<file path="src/rtl/fac_pkg.sv">
// package: register map, field layout, reset value and ramp timing of the acoustic config block
`default_nettype none
package fac_pkg;
  localparam logic [7:0] FAC_ACOU_CFG_ADDR  = 8'h62;
  localparam logic [7:0] FAC_ACOU_CFG_RESET = 8'h00;
  localparam int         FAC_RATE_LSB       = 0;
  localparam int         FAC_SMOOTH_EN_BIT  = 3;
  localparam int         FAC_SYNC_BIT       = 4;
  localparam int         FAC_FLOOR1_BIT     = 5;
  localparam int         FAC_FLOOR2_BIT     = 6;
  localparam int         FAC_FLOOR3_BIT     = 7;
  localparam int         FAC_CHANNELS       = 3;
  localparam int         FAC_DUTY_W         = 8;
  localparam int         FAC_SLOW_FACTOR    = 4;
  localparam int         FAC_SYS_CLK_HZ     = 20_000_000;
  // full 0% to 100% sweep at one step per slot, in milliseconds
  localparam longint     FAC_SWEEP_FAST_MS  = 37500;
  localparam longint     FAC_SWEEP_SLOW_MS  = 52200;
  localparam longint     FAC_SWEEP_STEPS    = 255;
  localparam longint     FAC_SLOT_FAST_CYC  =
    (FAC_SWEEP_FAST_MS * FAC_SYS_CLK_HZ) / (1000 * FAC_SWEEP_STEPS);
  localparam longint     FAC_SLOT_SLOW_CYC  =
    (FAC_SWEEP_SLOW_MS * FAC_SYS_CLK_HZ) / (1000 * FAC_SWEEP_STEPS);

  // register image, msb first
  typedef struct packed {
    logic       floor_sel_3;
    logic       floor_sel_2;
    logic       floor_sel_1;
    logic       tach_group_select;
    logic       remote1_smooth_enable;
    logic [2:0] rate_code;
  } fac_cfg_s;

  typedef logic [FAC_DUTY_W-1:0] fac_duty_t;

  // per drive channel control inputs from the fan control loop
  typedef struct packed {
    fac_duty_t  target_duty;
    fac_duty_t  min_duty;
    logic       below_start;
    logic       from_remote1;
  } fac_chan_s;

  function automatic fac_duty_t fac_step_size(input logic [2:0] code);
    fac_duty_t s;
    s = 8'h01;
    case (code)
      3'h0: s = 8'h01;
      3'h1: s = 8'h02;
      3'h2: s = 8'h03;
      3'h3: s = 8'h04;
      3'h4: s = 8'h08;
      3'h5: s = 8'h0C;
      3'h6: s = 8'h18;
      default: s = 8'h30;
    endcase
    return s;
  endfunction : fac_step_size
endpackage : fac_pkg
`default_nettype wire

</file>
<file path="src/rtl/fac_duty_ramp.sv">
// one drive channel: rate-limited walk of the applied duty toward its target
`default_nettype none
module fac_duty_ramp
  import fac_pkg::*;
(
  input  wire logic      sys_clk,
  input  wire logic      sys_rst,
  input  wire logic      smooth_on,
  input  wire logic      slot_tick,
  input  wire fac_duty_t step,
  input  wire fac_duty_t target,
  output fac_duty_t      duty
);
  fac_duty_t   duty_r;
  fac_duty_t   duty_nxt;
  logic [8:0]  up_sum;
  logic [8:0]  down_dif;

  always_comb begin
    up_sum   = {1'b0, duty_r} + {1'b0, step};
    down_dif = {1'b0, duty_r} - {1'b0, step};
    duty_nxt = duty_r;
    if (!smooth_on) begin
      duty_nxt = target;
    end else if (slot_tick) begin
      if (target > duty_r) begin
        duty_nxt = (up_sum[8] || up_sum[7:0] > target) ? target : up_sum[7:0];
      end else if (target < duty_r) begin
        duty_nxt = (down_dif[8] || down_dif[7:0] < target) ? target : down_dif[7:0];
      end
    end
  end

  always_ff @(posedge sys_clk) begin
    if (sys_rst) begin
      duty_r <= '0;
    end else begin
      duty_r <= duty_nxt;
    end
  end

  assign duty = duty_r;
endmodule : fac_duty_ramp
`default_nettype wire

</file>
<file path="src/rtl/fac_acoustic_cfg.sv">
// acoustic enhancement config register with floor select, tach sync and remote1 smoothing
`default_nettype none
module fac_acoustic_cfg
  import fac_pkg::*;
#(
  parameter int unsigned SLOT_FAST_CYC = 32'(FAC_SLOT_FAST_CYC),
  parameter int unsigned SLOT_SLOW_CYC = 32'(FAC_SLOT_SLOW_CYC)
) (
  input  wire logic       sys_clk,
  input  wire logic       sys_rst,
  // register access
  input  wire logic [7:0] reg_addr,
  input  wire logic       reg_wr,
  input  wire logic [7:0] reg_wdata,
  input  wire logic       reg_rd,
  output logic [7:0]      reg_rdata,
  // state held elsewhere in the register map
  input  wire logic       cfg_lock,
  input  wire logic       slow_time_base,
  input  wire logic       remote1_slow_ramp,
  input  wire logic       auto_mode,
  // fan control loop, one entry per drive output
  input  wire fac_chan_s  chan_1,
  input  wire fac_chan_s  chan_2,
  input  wire fac_chan_s  chan_3,
  output fac_duty_t       fan_drive_out_1,
  output fac_duty_t       fan_drive_out_2,
  output fac_duty_t       fan_drive_out_3,
  // speed sense pins and their assignment to drive output 3
  input  wire logic       fan_speed_in_2,
  input  wire logic       fan_speed_in_3,
  input  wire logic       fan_speed_in_4,
  output logic [2:0]      fan_speed_sync,
  output logic [2:0]      sync_to_drive3
);
  fac_cfg_s    cfg_r;
  fac_cfg_s    cfg_nxt;
  logic [7:0]  rdata_r;
  logic [7:0]  rdata_nxt;
  logic [31:0] slot_cnt_r;
  logic [31:0] slot_cnt_nxt;
  logic [31:0] slot_len;
  logic        slot_tick;
  logic [2:0]  speed_meta_r;
  logic [2:0]  speed_sync_r;
  logic [2:0]  sync_mask_r;
  logic [2:0]  sync_mask_nxt;
  fac_duty_t   step;
  fac_chan_s   chan       [FAC_CHANNELS];
  fac_duty_t   duty_out   [FAC_CHANNELS];
  logic [FAC_CHANNELS-1:0] floor_sel;

  // register write and read
  always_comb begin
    cfg_nxt   = cfg_r;
    rdata_nxt = rdata_r;
    if (reg_wr && reg_addr == FAC_ACOU_CFG_ADDR) begin
      if (!cfg_lock) begin
        cfg_nxt = fac_cfg_s'(reg_wdata);
      end
    end
    if (reg_rd) begin
      if (reg_addr == FAC_ACOU_CFG_ADDR) begin
        rdata_nxt = 8'(cfg_r);
      end else begin
        rdata_nxt = 8'h00;
      end
    end
  end

  always_ff @(posedge sys_clk) begin
    if (sys_rst) begin
      cfg_r   <= fac_cfg_s'(FAC_ACOU_CFG_RESET);
      rdata_r <= 8'h00;
    end else begin
      cfg_r   <= cfg_nxt;
      rdata_r <= rdata_nxt;
    end
  end

  assign reg_rdata = rdata_r;

  // smoothing time slot
  always_comb begin
    slot_len = slow_time_base ? SLOT_SLOW_CYC : SLOT_FAST_CYC;
    if (remote1_slow_ramp) begin
      slot_len = 32'(slot_len * FAC_SLOW_FACTOR);
    end
    slot_tick    = (slot_cnt_r >= slot_len - 32'h1);
    slot_cnt_nxt = slot_tick ? 32'h0 : slot_cnt_r + 32'h1;
  end

  always_ff @(posedge sys_clk) begin
    if (sys_rst) begin
      slot_cnt_r <= 32'h0;
    end else begin
      slot_cnt_r <= slot_cnt_nxt;
    end
  end

  assign step = fac_step_size(cfg_r.rate_code);

  // speed pins pass two flops, then the group assignment to drive 3
  always_comb begin
    sync_mask_nxt = {2'b11, cfg_r.tach_group_select};
  end

  always_ff @(posedge sys_clk) begin
    if (sys_rst) begin
      speed_meta_r <= 3'h0;
      speed_sync_r <= 3'h0;
      sync_mask_r  <= 3'h0;
    end else begin
      speed_meta_r <= {fan_speed_in_4, fan_speed_in_3, fan_speed_in_2};
      speed_sync_r <= speed_meta_r;
      sync_mask_r  <= sync_mask_nxt;
    end
  end

  assign fan_speed_sync = speed_sync_r;
  assign sync_to_drive3 = sync_mask_r;

  // per drive channel: floor choice below start, then smoothing
  assign chan[0]   = chan_1;
  assign chan[1]   = chan_2;
  assign chan[2]   = chan_3;
  assign floor_sel = {cfg_r.floor_sel_3, cfg_r.floor_sel_2, cfg_r.floor_sel_1};

  generate
    for (genvar i = 0; i < FAC_CHANNELS; i++) begin : g_chan
      fac_duty_t target;
      logic      smooth_on;

      always_comb begin
        target = chan[i].target_duty;
        if (auto_mode && chan[i].below_start) begin
          target = floor_sel[i] ? chan[i].min_duty : '0;
        end
        smooth_on = cfg_r.remote1_smooth_enable && chan[i].from_remote1;
      end

      fac_duty_ramp u_ramp (
        .sys_clk   (sys_clk),
        .sys_rst   (sys_rst),
        .smooth_on (smooth_on),
        .slot_tick (slot_tick),
        .step      (step),
        .target    (target),
        .duty      (duty_out[i])
      );
    end
  endgenerate

  assign fan_drive_out_1 = duty_out[0];
  assign fan_drive_out_2 = duty_out[1];
  assign fan_drive_out_3 = duty_out[2];
endmodule : fac_acoustic_cfg
`default_nettype wire

</file>
<file path="config.mk">
export PLATFORM = sky130hd
export DESIGN_NAME = fac_acoustic_cfg
export DESIGN_NICKNAME = d
export VERILOG_FILES = /design/src/rtl/fac_pkg.sv /design/src/rtl/fac_duty_ramp.sv /design/src/rtl/fac_acoustic_cfg.sv
export SDC_FILE = /design/constraint.sdc
export NUM_CORES = 1
export LEC_CHECK = 0
export ABC_CLOCK_PERIOD_IN_PS = 5230
export BUFFER_PORTS_ARGS = -buffer_cell sky130_fd_sc_hd__buf_2
export CORE_UTILIZATION = 58
export CTS_CLUSTER_DIAMETER = 30
export CTS_CLUSTER_SIZE = 24
export DETAILED_ROUTE_END_ITERATION = 16
export GPL_ROUTABILITY_DRIVEN = 0
export PLACE_DENSITY = 0.8
export SYNTH_ARGS = -nofsm -noshare
export SYNTH_HDL_FRONTEND = slang
export SYNTH_HIERARCHICAL = 1
export SYNTH_SLANG_ARGS = --single-unit
</file>
<file path="constraint.sdc">
create_clock -name sys_clk -period 5.23 [get_ports sys_clk]
set_clock_uncertainty 0.2 [all_clocks]
set_input_delay 0.523 -clock sys_clk [delete_from_list [all_inputs] [get_ports sys_clk]]
set_output_delay 0.523 -clock sys_clk [all_outputs]
set_load 0.05 [all_outputs]
</file>
=== After elaboration in Yosys (flattened, before gate mapping) ===
Cells that the tools add are included.

* Bits in latches: 0
* Output and inout port bits: 38
* RAM bits: 0
* Logic and storage cells: 98
* Memories kept: 0
* Memory bits (read-only): 0
* Input port bits: 81
* Register bits after elaboration: 81

* Add/sub/neg operators: 8
* Multiplexer cells: 29
* Magnitude comparators: 13
* $mul: 0
* Bitwise gates (word level): 1
* Equality and inequality tests: 13
* Shift operators: 0
* Div/mod/pow operators: 0
* Reductions and logical operators: 19

{| class="wikitable"
|+ Operators by type and width
! kind !! number
|-
| $mux 8 || 25
|-
| $gt 8x8->1 || 6
|-
| $lt 8x8->1 || 6
|-
| $pmux 6 s7 || 1
|-
| $add 32x1->32 const B || 1
|-
| $ge 32x32->1 || 1
|-
| $sub 32x1->32 const B || 1
|-
| $add 8x6->9 || 3
|-
| $sub 8x6->9 || 3
|-
| $mux 24 || 1
|-
| $mux 21 || 1
|-
| $eq 3x3->1 const B || 3
|-
| $ne 3x3->1 const B || 3
|-
| $eq 8x7->1 const B || 1
|-
| $reduce_and 2->1 || 4
|-
| $logic_and 1x1->1 || 7
|-
| $eq 3x2->1 const B || 2
|-
| $logic_or 1x1->1 || 6
|-
| $ne 2x2->1 const B || 3
|-
| $eq 3x1->1 const B || 1
|-
| $logic_not 3->1 || 1
|-
| $mux 3 || 1
|-
| $reduce_or 2->1 || 1
|-
| $not 1->1 || 1
|}

=== Logic depth before layout (Yosys ltp) ===
Gate-level depths: netlist of run 1.

* Depth in word-level cells: 10
* Depth in mapped cells: 19
* Gate-level depth less buffers: 17

=== Modules after synthesis ===
Netlist of run 1, hierarchy kept.

{| class="wikitable"
|+ Modules (own cells, without submodules)
! module !! area each (sq um) !! cells each !! instances !! sequential area each (sq um)
|-
| fac_acoustic_cfg || 3200.6 || 383 || 1 || 1121.1
|-
| fac_duty_ramp at g_chan[1].u_ramp || 1828.0 || 232 || 1 || 160.2
|-
| fac_duty_ramp at g_chan[0].u_ramp || 1816.7 || 228 || 1 || 160.2
|-
| fac_duty_ramp at g_chan[2].u_ramp || 1816.7 || 227 || 1 || 160.2
|}

=== Least setup slack after synthesis of run 1 ===
Ideal clock, no wire load.

* Path kind: register to register
* Start point: register cfg_r[1] in the netlist's numbering
* End point: register g_chan[0].u_ramp.duty_r[0]
* Stages on the path, launching flop included: 17
* Required time: 4.957 ns
* Library setup time: 0.073 ns
* Buffers on the path: 1
* Data arrival time: 4.016 ns
* Setup slack: 0.941 ns
* Period minus slack after synthesis: 4.289 ns
* Cells stage by stage: dfxtp_1 -> clkbuf_1 -> xnor2_1 -> nor2_1 -> inv_1 -> fa_1 -> a211oi_1 -> o21bai_1 -> a21oi_1 -> xnor2_1 -> ha_1 -> a21o_1 -> a221oi_1 -> a21o_1 -> mux2i_2 -> a2111o_1 -> o22ai_2

* Word-level cells in the longest chain between the ends: 10
* Elaborated cells between the ends (all ways): 20
* Classes of those cells: add/sub: 2; order compare: 2; eq/ne: 6; mux: 7; reduce/logical: 3

{| class="wikitable"
|+ RTL lines
! item !! RTL line !! source
|-
| start: declaration || fac_acoustic_cfg.sv:36 || <nowiki>fac_cfg_s cfg_r;</nowiki>
|-
| start signal: assignment || fac_acoustic_cfg.sv:73 || <nowiki>cfg_r <= fac_cfg_s'(FAC_ACOU_CFG_RESET);</nowiki>
|-
| start signal: assignment || fac_acoustic_cfg.sv:76 || <nowiki>cfg_r <= cfg_nxt;</nowiki>
|-
| $eq 3x3->1, or another cell as far along || fac_pkg.sv:48 || <nowiki>case (code)</nowiki>
|-
| $pmux 6 s7 (*) || fac_pkg.sv:48 ||
|-
| named net step[1] || fac_acoustic_cfg.sv:48 || <nowiki>fac_duty_t step;</nowiki>
|-
| $sub 8x6->9 || fac_duty_ramp.sv:21 || <nowiki>down_dif = {1'b0, duty_r} - {1'b0, step};</nowiki>
|-
| $lt 8x8->1 || fac_duty_ramp.sv:29 || <nowiki>duty_nxt = (down_dif[8] || down_dif[7:0] < target) ? target : down_dif[7:0];</nowiki>
|-
| $logic_or 1x1->1 || fac_duty_ramp.sv:29 ||
|-
| $mux 8 || fac_duty_ramp.sv:29 ||
|-
| $mux 8 || fac_duty_ramp.sv:28 || <nowiki>end else if (target < duty_r) begin</nowiki>
|-
| $mux 8 (*) || fac_duty_ramp.sv:26 || <nowiki>if (target > duty_r) begin</nowiki>
|-
| $mux 8 (*) || fac_duty_ramp.sv:25 || <nowiki>end else if (slot_tick) begin</nowiki>
|-
| $mux 8 (*) || fac_duty_ramp.sv:23 || <nowiki>if (!smooth_on) begin</nowiki>
|-
| end signal: assignment || fac_duty_ramp.sv:38 || <nowiki>duty_r <= duty_nxt;</nowiki>
|-
| end: declaration || fac_duty_ramp.sv:14 || <nowiki>fac_duty_t duty_r;</nowiki>
|}

The timed path passes the listed nets; every way through them passes the cells marked *. The select of a mux whose other input is x is not followed.
A chain may end at the register's enable or synchronous reset.

=== Worst setup path after layout of run 1 ===
* Start point: register cfg_r[1] in the netlist's numbering
* End point: register g_chan[2].u_ramp.duty_r[6]

* Word-level cells in the longest chain between the ends: 10
* Elaborated cells between the ends (all ways): 20
* Classes of those cells: add/sub: 2; order compare: 2; eq/ne: 6; mux: 7; reduce/logical: 3

{| class="wikitable"
|+ RTL lines
! item !! RTL line
|-
| $eq 3x3->1, or another cell as far along || fac_pkg.sv:48
|-
| $pmux 6 s7 (*) || fac_pkg.sv:48
|-
| named net step[1] || fac_acoustic_cfg.sv:48
|-
| $sub 8x6->9 || fac_duty_ramp.sv:21
|-
| $lt 8x8->1 || fac_duty_ramp.sv:29
|-
| $logic_or 1x1->1 || fac_duty_ramp.sv:29
|-
| $mux 8 || fac_duty_ramp.sv:29
|-
| $mux 8 || fac_duty_ramp.sv:28
|-
| $mux 8 (*) || fac_duty_ramp.sv:26
|-
| $mux 8 (*) || fac_duty_ramp.sv:25
|-
| $mux 8 (*) || fac_duty_ramp.sv:23
|-
| end signal: assignment || fac_duty_ramp.sv:38
|-
| end: declaration || fac_duty_ramp.sv:14
|}

Marked as above.

==> results.ini, run 1 <==
[floorplan]
dieHeight_microns = 124
dieArea_sq_um = 15400
ios = 119
num_rows = 44
die_w_microns = 124
core_area_sq_um = 14500
start_util = 0.596

[worst_setup_path]
worstSetupEndpointType = register
r2r_cells = 16
cp_top_family = compound AO/OA/AOI/OAI gates
critical-path-max-stage-delay_ns = 0.48
timing.rr.start = cfg_r[1]
r2r-end = g_chan[2].u_ramp/duty[6]
worst-path-buf-inv = 2
cp.arrival_ns = 4.45
path_cells = xnor2_1, nor2_1, buf_4, inv_1, fa_1, a211oi_1, o21bai_1, a21oi_1, xnor2_1, ha_1, and3_1, o2111ai_1, a21oi_1, mux2_2, o221ai_1, a31oi_1
cp-startpoint = cfg_r[1]
critPathSlowestCell = fa_1
cp-start-kind = register
required_ns = 5.24
cp_max_fo = 7
path_class = reg -> reg
r2r_slack_ns = 0.79

[global_route]
grt_max_degree = 40
grt_usage = 0.294
use_met1 = 0.375
grtUsageMet2 = 0.490
grt_first_pass_wirelength_mm = 37.6
grt-busiest-layer = met2
gr-usage-met3 = 0.0487
grt_pass1_vias = 7926
antenna_found_initial = 0
grt_overflow_total = 0

[outcome]
status = complete, no violations

[synth]
yosys_warnings = 6
synth-seq-area-share = 0.185
synth_top_family_by_area = adder cells
synth_xor_area_frac = 0.0627
syn_avg_cell_area_sq_um = 8.10
synth-compound-area-share = 0.224
synth-adder-area-share = 0.226
synth_seq_cells = 80
yosys.area_share.simple = 0.212
yosys.cell_types.count = 84
async_flop_share = 0
synth_edf_count = 0
ys.flop_type = dfxtp_1
synth_top_area_cell = ha_1
synthCells = 1070
ys_top_cells_by_area = ha_1 21%, dfxtp_1 18%, inv_1 4.6%, xnor2_1 3.8%, nand2_1 3.8%
yosys-mux-area-fraction = 0.0192
synth.cell_area_sq_um = 8660
synth_top_area_frac = 0.212

[cts]
postCtsSetupBuffers = 0
clockBufferDepth = 2
cts_tree = built
htreeDepth = 3
cts.hold.buffers_added = 0
cts_resized = 0
cts.sinks = 80
ctsRootBufferMaster = clkbuf_16
clk_latency_ns = 0.34
cts.clk_slew.worst_paths_ns = 0.06
cts_buffers = 9

[cells_and_area]
fin_nets = 1418
area_delta_synth_final_pct = 11.8
final_common_cell = ha_1
drive_gt1_frac = 0.154
fillers = 1285
finish.utilization = 0.667
layout_common_cells = 147 x ha_1, 118 x buf_2, 106 x inv_1
diodes = 0

[hold_path]
hp-class = in -> reg
hold_start = fan_speed_in_2
hold_depth = 2
hold-path-endpoint = speed_meta_r[0]

[run]
cap_violations = 0

[detailed_routing]
drcViolationCount = 0
wl_per_cell_microns = 16.4
vias_per_cell = 5.96
detail_route.iter0.violations = 595
antenna_left = 0
drt_wl_total_mm = 22.5
dr.pass1.iters = 5
vias = 8180

[timing]
setup_viol = 0
fin_setup_tns_ns = 0
relSlewSlack = 0.507
period_share = 0.849
slew_violations = 0
worst_pin_slew_ns = 0.732
fmax_mhz = 225
hold_viol_final = 0
fin_crit_ns = 4.44
rsz0062_at_grt = no

[power]
leakagePower_nw = 4.27
power_per_cell_area_nw_per_um2 = 209
power_w = 0.00202
irDropWorstVdd_uv = 223

[placed_design]
hpwl_mm = 17.8
io_buffer_count = 118

synthesized netlist by cell type (all sizes together) (10+ instances only):
master / instances
a211oi: 12
a21o: 11
a21oi: 57
a221oi: 12
a31oi: 20
and2: 12
buf: 17
clkbuf: 25
dfxtp: 80
ha: 147
inv: 106
mux2i: 11
nand2: 87
nand2b: 20
nand3: 23
nand3b: 14
nand4: 31
nor2: 58
nor2b: 21
nor3: 20
nor4: 28
o21ai: 55
o221ai: 10
xnor2: 38
xor2: 24
worst max-delay path by stage:
stage	end	slack [ns]	depth (start not counted)
2_1_floorplan	g_chan[0].u_ramp/duty[0]	0.94	16
3_3_place_gp	g_chan[2].u_ramp/duty[0]	0.99	16
3_5_place_dp	g_chan[2].u_ramp/duty[5]	0.84	17
4_1_cts	g_chan[2].u_ramp/duty[5]	0.82	17
5_1_grt	g_chan[0].u_ramp/duty[5]	0.42	17
6_report	g_chan[2].u_ramp/duty[6]	0.79	16
power breakdown:
part           internal (W)  switching (W)
Combinational      0.000304       0.000452
Clock              0.000341       0.000275
Sequential         0.000627      0.0000247
Total               0.00127       0.000752
flip-flops by register name, indices dropped and copies added (netlist names):
| signal | cells |
|---|---|
| sync_to_drive3 | 2 |
| g_chan.u_ramp/duty | 24 |
| reg_rdata | 8 |
| fan_speed_sync | 3 |
| slot_cnt_r | 32 |
| speed_meta_r | 3 |
| cfg_r | 8 |
layer usage:
layer / vias up / share of wire
li1: 4099 / -
met1: 3754 / 0.44
met2: 286 / 0.46
met3: 41 / 0.063
met4: 0 / 0.030
met5: - / 0
kinds of logic after synthesis:
| family | Yosys count |
|---|---|
| simple gates | 342 |
| other cells | 1 |
| buf+inv | 148 |
| compound gates | 269 |
| xor+xnor | 62 |
| mux | 15 |
| flops | 80 |
| fa+ha+maj | 153 |
stage by stage:
step	hold slack, ns	cells	area, sq um	setup WS (ns)
after global routing	0.200	1373	9690	0.419
after global placement	0.215	1357	9400	0.989
after floorplan	0.214	1089	8730	0.941
after detailed placement	0.233	1357	9400	0.845
final	0.188	1373	9690	0.791
after CTS	0.184	1373	9690	0.818
worst reg2reg max path, delay by kind of cell, from the launching register on:
family,cells,cell delay [ns]
muxes,1,0.39
adders and majority gates,2,0.77
and+or+nand+nor,2,0.48
xor gates and xnor gates,2,0.22
buffers and inverters,2,0.33
DFF,1,0.45
AOI/OAI and AO/OA,7,1.48
area by class of cell:
class	instances	area, sq um	share of cell area
Multi-Input combinational cell	861	6520	0.673
Sequential cell	80	1600	0.165
Timing Repair Buffer	126	651	0.0672
Inverter	106	398	0.0411
Clock buffer	10	239	0.0247
Tap cell	184	230	0.0238
Clock inverter	6	47.5	0.00491
Note: power is estimated with default switching activity, not from simulation.
==> run 2, diff against run 1 <==
--- a/config.mk
+++ b/config.mk
@@ -5,14 +5,14 @@
 export SDC_FILE = /design/constraint.sdc
 export NUM_CORES = 1
 export LEC_CHECK = 0
-export ABC_CLOCK_PERIOD_IN_PS = 5230
+export ABC_CLOCK_PERIOD_IN_PS = 3900
 export BUFFER_PORTS_ARGS = -buffer_cell sky130_fd_sc_hd__buf_2
-export CORE_UTILIZATION = 58
+export CORE_UTILIZATION = 54
 export CTS_CLUSTER_DIAMETER = 30
 export CTS_CLUSTER_SIZE = 24
 export DETAILED_ROUTE_END_ITERATION = 16
 export GPL_ROUTABILITY_DRIVEN = 0
-export PLACE_DENSITY = 0.8
+export PLACE_DENSITY = 0.79
 export SYNTH_ARGS = -nofsm -noshare
 export SYNTH_HDL_FRONTEND = slang
 export SYNTH_HIERARCHICAL = 1
==> constraint.sdc (replaced) <==
create_clock -name sys_clk -period 3.9 [get_ports sys_clk]
set_clock_uncertainty 0.2 [all_clocks]
set_input_delay 0.39 -clock sys_clk [delete_from_list [all_inputs] [get_ports sys_clk]]
set_output_delay 0.39 -clock sys_clk [all_outputs]
set_load 0.05 [all_outputs]
==> run 2 against run 1 <==
Effect of this change: the flow now finishes with violations (negative setup slack); cell count up 11%; total power up 68%; non-clock buffer count up 130; setup slack worse by 1.1 ns; utilization up 8.8 points; register-to-register slack worse by 1.1 ns; wire length up 36%; fmax up 4.5%; die area up 7.3%; via count up 17%; sequential power up 34%.
==> results.ini, run 2 (synthesis results as in run 1) <==
[outcome]
status = finished with violations
failed_checks = negative setup slack

[global_route]
grt_max_degree = 40
antenna_found_initial = 0
grt_usage = 0.316
grt_overflow_total = 0
grt_pass1_vias = 8682
grt_first_pass_wirelength_mm = 41.5

[placed_design]
place_ws_ns = -0.232
hpwl_mm = 19.6
io_buffer_count = 118
place_area_sq_um = 10200

[cells_and_area]
final_cell_area_sq_um = 11600
top_register = slot_cnt_r
final_common_cell = buf_4
fin_nets = 1548
area_delta_synth_final_pct = 34.4
layout_common_cells = 128 x buf_4, 126 x ha_1, 118 x buf_2
drive_gt1_frac = 0.338
fillers = 1025
diodes = 0
largest_register_ffs = 32

[detailed_routing]
vias = 9597
dr.pass1.iters = 6
drt_wl_total_mm = 30.5
vias_per_cell = 6.27
antenna_left = 0
drcViolationCount = 0
detail_route.iter0.violations = 874
wl_per_cell_microns = 19.9

[hold_path]
hp-class = in -> reg

[timing]
rsz0062_at_grt = yes
relSlewSlack = 0.355
fmax_mhz = 235
worst_pin_slew_ns = 0.967
fin_crit_ns = 4.25
setup_viol = 23
period_share = 1.09
hold_viol_final = 0
slew_violations = 0
setup_ws_ns = -0.347

[worst_setup_path]
cp-start-kind = register
required_ns = 3.97
worst-path-buf-inv = 3
path_cells = buf_6, xor2_1, and2_4, buf_4, buf_4, ha_4, nor2_1, a221o_1, a21oi_1, nor2_1, xnor2_1, ha_2, o211ai_2, nand4_1, a21o_4, or3b_1, a221o_1, a21oi_1
critPathSlowestCell = dfxtp_4
path_class = reg -> reg
critical-path-max-stage-delay_ns = 0.36
r2r_slack_ns = -0.35
cp_top_family = compound AO/OA/AOI/OAI gates
cp_max_fo = 7
worstSetupEndpointType = register
cp.arrival_ns = 4.32

[cts]
htreeDepth = 3
cts.clk_slew.worst_paths_ns = 0.07
cts.sinks = 80
cts_tree = built
cts_buffers = 9
clk_latency_ns = 0.36
clockBufferDepth = 2
ctsRootBufferMaster = clkbuf_16

[floorplan]
num_rows = 45
ios = 119
dieHeight_microns = 129
die_w_microns = 129
core_area_sq_um = 15400
start_util = 0.561
dieArea_sq_um = 16600

[run]
cap_violations = 0

[power]
power_per_cell_area_nw_per_um2 = 292
leakagePower_nw = 5.09
irDropWorstVdd_uv = 241

run 2: cell count changes in the layout (fill, tap and decap cells not counted), sizes merged:
cell      previous run  this run
clkinvlp             0         1
clkbuf              10         9
clkinv               2         0
bufinv               0         2
buf                126       256
run 2: power by group:
group	switching [W]	total, W	internal, W
logic	0.000844	0.00154	0.000697
registers	0.0000333	0.000872	0.000839
clock network	0.000414	0.000990	0.000576
total	0.00129	0.00340	0.00211
run 2: per-stage QoR:
step / cells / power [W] / hold slack [ns] / setup TNS [ns] / utilization
6_report: 1530 / 0.00340 / 0.0473 / -3.60 / 0.755
5_1_grt: 1530 / 0.00353 / 0.0538 / -7.02 / 0.755
4_1_cts: 1509 / 0.00307 / 0.0355 / -0.153 / 0.701
3_5_place_dp: 1482 / 0.00205 / 0.229 / -2.78 / 0.661
3_3_place_gp: 1482 / 0.00201 / 0.219 / -0.925 / 0.661
2_1_floorplan: 1089 / 0.00165 / 0.214 / -0.00491 / -
run 2: path summary, 6_finish.rpt:
kind                        start                        to  cells after the start
setup / recovery         cfg_r[1]  g_chan[0].u_ramp/duty[5]                     18
hold / removal     fan_speed_in_3           speed_meta_r[1]                      2
setup reg to reg         cfg_r[1]  g_chan[0].u_ramp/duty[5]                     18
hold reg to reg   speed_meta_r[0]         fan_speed_sync[0]                      1
run 2: layer usage:
layer	share of wire	routed length, microns	global-route usage	up-vias
met2	0.47	14500	0.536	559
met5	0	0	0	-
met3	0.075	2300	0.0636	171
li1	-	-	-	4362
met4	0.065	1990	0.177	0
met1	0.39	11800	0.374	4505
run 2: repair_timing:
action | in CTS | in global routing
pin swaps | 32 | 66
setup buffers | 11 | 21
gates resized for setup | 38 | 132
hold buffers | 0 | 0
endpoints found under the setup margin | 24 | 24
run 2: layout make-up:
class,instances,area (sq um),area share
clock inverters,7,108,0.00924
clock buffers,9,225,0.0193
multi-input cells,861,7370,0.633
repair buffers,256,1660,0.143
flip-flops and latches,80,1610,0.139
inverters,106,398,0.0342
well taps,211,264,0.0227
run 2: worst reg2reg max path: stages, from the launching register on:
cell and delay, ns:
dfxtp_4 0.36, buf_6 0.13, xor2_1 0.18, and2_4 0.21
buf_4 0.13, buf_4 0.12, ha_4 0.14, nor2_1 0.05
a221o_1 0.36, a21oi_1 0.17, nor2_1 0.07, xnor2_1 0.25
ha_2 0.35, o211ai_2 0.21, nand4_1 0.18, a21o_4 0.29
or3b_1 0.36, a221o_1 0.30, a21oi_1 0.13
==> run 3, diff against run 2 <==
--- a/config.mk
+++ b/config.mk
@@ -5,9 +5,11 @@
 export SDC_FILE = /design/constraint.sdc
 export NUM_CORES = 1
 export LEC_CHECK = 0
+export ABC_AREA = 1
 export ABC_CLOCK_PERIOD_IN_PS = 3900
 export BUFFER_PORTS_ARGS = -buffer_cell sky130_fd_sc_hd__buf_2
-export CORE_UTILIZATION = 54
+export CAP_MARGIN = 20
+export CORE_UTILIZATION = 55
 export CTS_CLUSTER_DIAMETER = 30
 export CTS_CLUSTER_SIZE = 24
 export DETAILED_ROUTE_END_ITERATION = 16
==> run 3 against run 2 <==
Effect of this change: the flow now finishes without violations; register-to-register slack improved by 0.67 ns; sequential power barely moved; fmax rose by 19%; flip-flop and latch count did not move; via count rose by 4.2%; cell count rose by 25%; non-clock buffer count fell by 116; synthesized cell count rose by 44%; total power fell by 9.9%; critical endpoint is now g_chan[2].u_ramp/duty[6]; largest cell class unchanged.
==> results.ini, run 3 <==
[synth]
synth_top_cells_by_count = 445 x nand2_1, 240 x inv_1, 170 x nor2_1, 154 x nand3_1, 147 x ha_1
synth_edf_count = 0
syn_avg_cell_area_sq_um = 6.29
synth.cell_area_sq_um = 9730
yosys_warnings = 6
synthCells = 1546
synth-seq-area-share = 0.165
ys.flop_type = dfxtp_1
async_flop_share = 0
yosysMostFrequentCell = nand2_1
ys_top_cells_by_area = ha_1 19%, nand2_1 17%, dfxtp_1 16%, inv_1 9.3%, nand3_1 7.9%
synth_top_area_frac = 0.189
synth_seq_cells = 80
synth_top_area_cell = ha_1
yosys.cell_types.count = 43

[floorplan]
die_w_microns = 135
start_util = 0.562
core_area_sq_um = 17300
dieHeight_microns = 135
dieArea_sq_um = 18200
num_rows = 48
ios = 119

[cts]
cts.sinks = 80
clk_latency_ns = 0.35
ctsRootBufferMaster = clkbuf_16
htreeDepth = 3
cts_buffers = 9
cts.clk_slew.worst_paths_ns = 0.07
cts.hold.buffers_added = 0
clockBufferDepth = 2
cts_tree = built

[timing]
relSlewSlack = 0.565
fin_crit_ns = 3.58
rsz0062_at_grt = no
fmax_mhz = 279
setup_ws_ns = 0.320
fin_setup_tns_ns = 0
hold_viol_final = 0
period_share = 0.918
setup_viol = 0
worst_pin_slew_ns = 0.646
slew_violations = 0

[cells_and_area]
fin_nets = 1914
largest_register_ffs = 32
top_register = slot_cnt_r
regArea_sq_um = 1600
multi_input_area_sq_um = 7050
finalNonFillerCells = 1911
layout_common_cells = 445 x nand2_1, 239 x inv_1, 167 x nor2_1
final_common_cell = nand2_1
fillers = 1610
area_delta_synth_final_pct = 13.1
final_cell_area_sq_um = 11000
drive_gt1_frac = 0.146

[detailed_routing]
wl_per_cell_microns = 13.7
drcViolationCount = 0
drt_wl_total_mm = 26.2
vias = 10000
vias_per_cell = 5.23
dr.pass1.iters = 6
detail_route.iter0.violations = 869
antenna_left = 0

[power]
power_per_cell_area_nw_per_um2 = 279
leakagePower_nw = 5.86
irDropWorstVdd_uv = 229
power_w = 0.00307

[outcome]
status = complete, no violations

[hold_path]
hp-class = in -> reg

[run]
cap_violations = 0

[global_route]
grt_overflow_total = 0
grt_max_degree = 32
grt_pass1_vias = 9221
grt_usage = 0.292
grt_first_pass_wirelength_mm = 42.9
antenna_found_initial = 1

[placed_design]
io_buffer_count = 118
place_ws_ns = 0.183
place_area_sq_um = 10600
hpwl_mm = 20.6
place_inst = 1891

[worst_setup_path]
path_class = reg -> reg
worstSetupEndpointType = register
required_ns = 3.92
cp.arrival_ns = 3.60
r2r_slack_ns = 0.32
cp_max_fo = 9
cp-start-kind = register

## run 3: cell count changes in the layout (fill, tap and decap cells not counted), sizes merged, moves of 27 or more
cell / previous run / this run
buf: 256 / 140
a21oi: 57 / 84
nor2: 58 / 175
nor4: 28 / 1
nand2: 87 / 466
nand3: 23 / 157
inv: 110 / 249
## run 3: worst max-delay path, cell delays in order (launching register included)
cell,delay [ns]
dfxtp_1,0.41
inv_1,0.09
nor2_1,0.18
buf_4,0.19
inv_1,0.05
ha_2,0.43
nor2_1,0.09
a21oi_1,0.19
nand3_1,0.09
nand2_1,0.12
inv_1,0.05
ha_1,0.28
nand2_1,0.08
nor2_2,0.16
nand4_1,0.22
nand2_2,0.18
nand3_1,0.09
nand3_1,0.11
nand3_1,0.08
nand2_1,0.10
a21oi_2,0.05
## run 3: final timing paths
| kind | from | end | cells after the start |
|---|---|---|---|
| worst max-delay path | cfg_r[0] | g_chan[2].u_ramp/duty[6] | 20 |
| worst min-delay path | fan_speed_in_2 | speed_meta_r[0] | 3 |
| worst max register to register | cfg_r[0] | g_chan[2].u_ramp/duty[6] | 20 |
| worst min register to register | speed_meta_r[1] | fan_speed_sync[1] | 2 |
## run 3: metrics by stage
step,hold WS (ns),util
after CTS,0.0323,0.633
after global placement,0.188,0.612
after floorplan,0.188,-
final,0.0405,0.636
after detailed placement,0.197,0.612
after global routing,0.0494,0.636
## run 3: layer usage
layer / track usage / vias up / share of wire
met5: 0 / - / 0
met4: 0.0968 / 0 / 0.023
met3: 0.0267 / 51 / 0.059
met2: 0.513 / 361 / 0.47
met1: 0.373 / 4467 / 0.45
li1: - / 5123 / -
## run 3: report_power, final
| group | total, W | switching [W] | internal (W) |
|---|---|---|---|
| clock | 0.00105 | 0.000409 | 0.000643 |
| combinational | 0.00114 | 0.000746 | 0.000398 |
| sequential | 0.000870 | 0.0000282 | 0.000842 |
| total | 0.00307 | 0.00118 | 0.00188 |
## run 3: cells by family (layout without fill, tap and decap cells)
kind of cell | count (synthesis) | count (layout) | share of synthesized area
buffers and inverters | 285 | 404 | 0.122
adders and majority gates | 153 | 153 | 0.201
and+or+nand+nor | 846 | 847 | 0.381
other | 1 | 21 | 0.000385
xor gates and xnor gates | 38 | 38 | 0.0342
AOI/OAI and AO/OA | 143 | 143 | 0.0972
DFF | 80 | 80 | 0.165
## run 3: cell type report
type / count / share of cell area
clock buffers: 9 / 0.0205
inverters: 248 / 0.0846
diodes: 1 / 0.000227
flip-flops and latches: 80 / 0.146
repair buffers: 140 / 0.0702
clock inverters: 7 / 0.0121
well taps: 225 / 0.0256
multi-input cells: 1201 / 0.641
## run 3: what timing repair did
| item | 4_1_cts | 5_1_grt |
|---|---|---|
| buffers inserted | 0 | 2 |
| setup endpoints to repair | 0 | 24 |
| resized for setup | 0 | 14 |
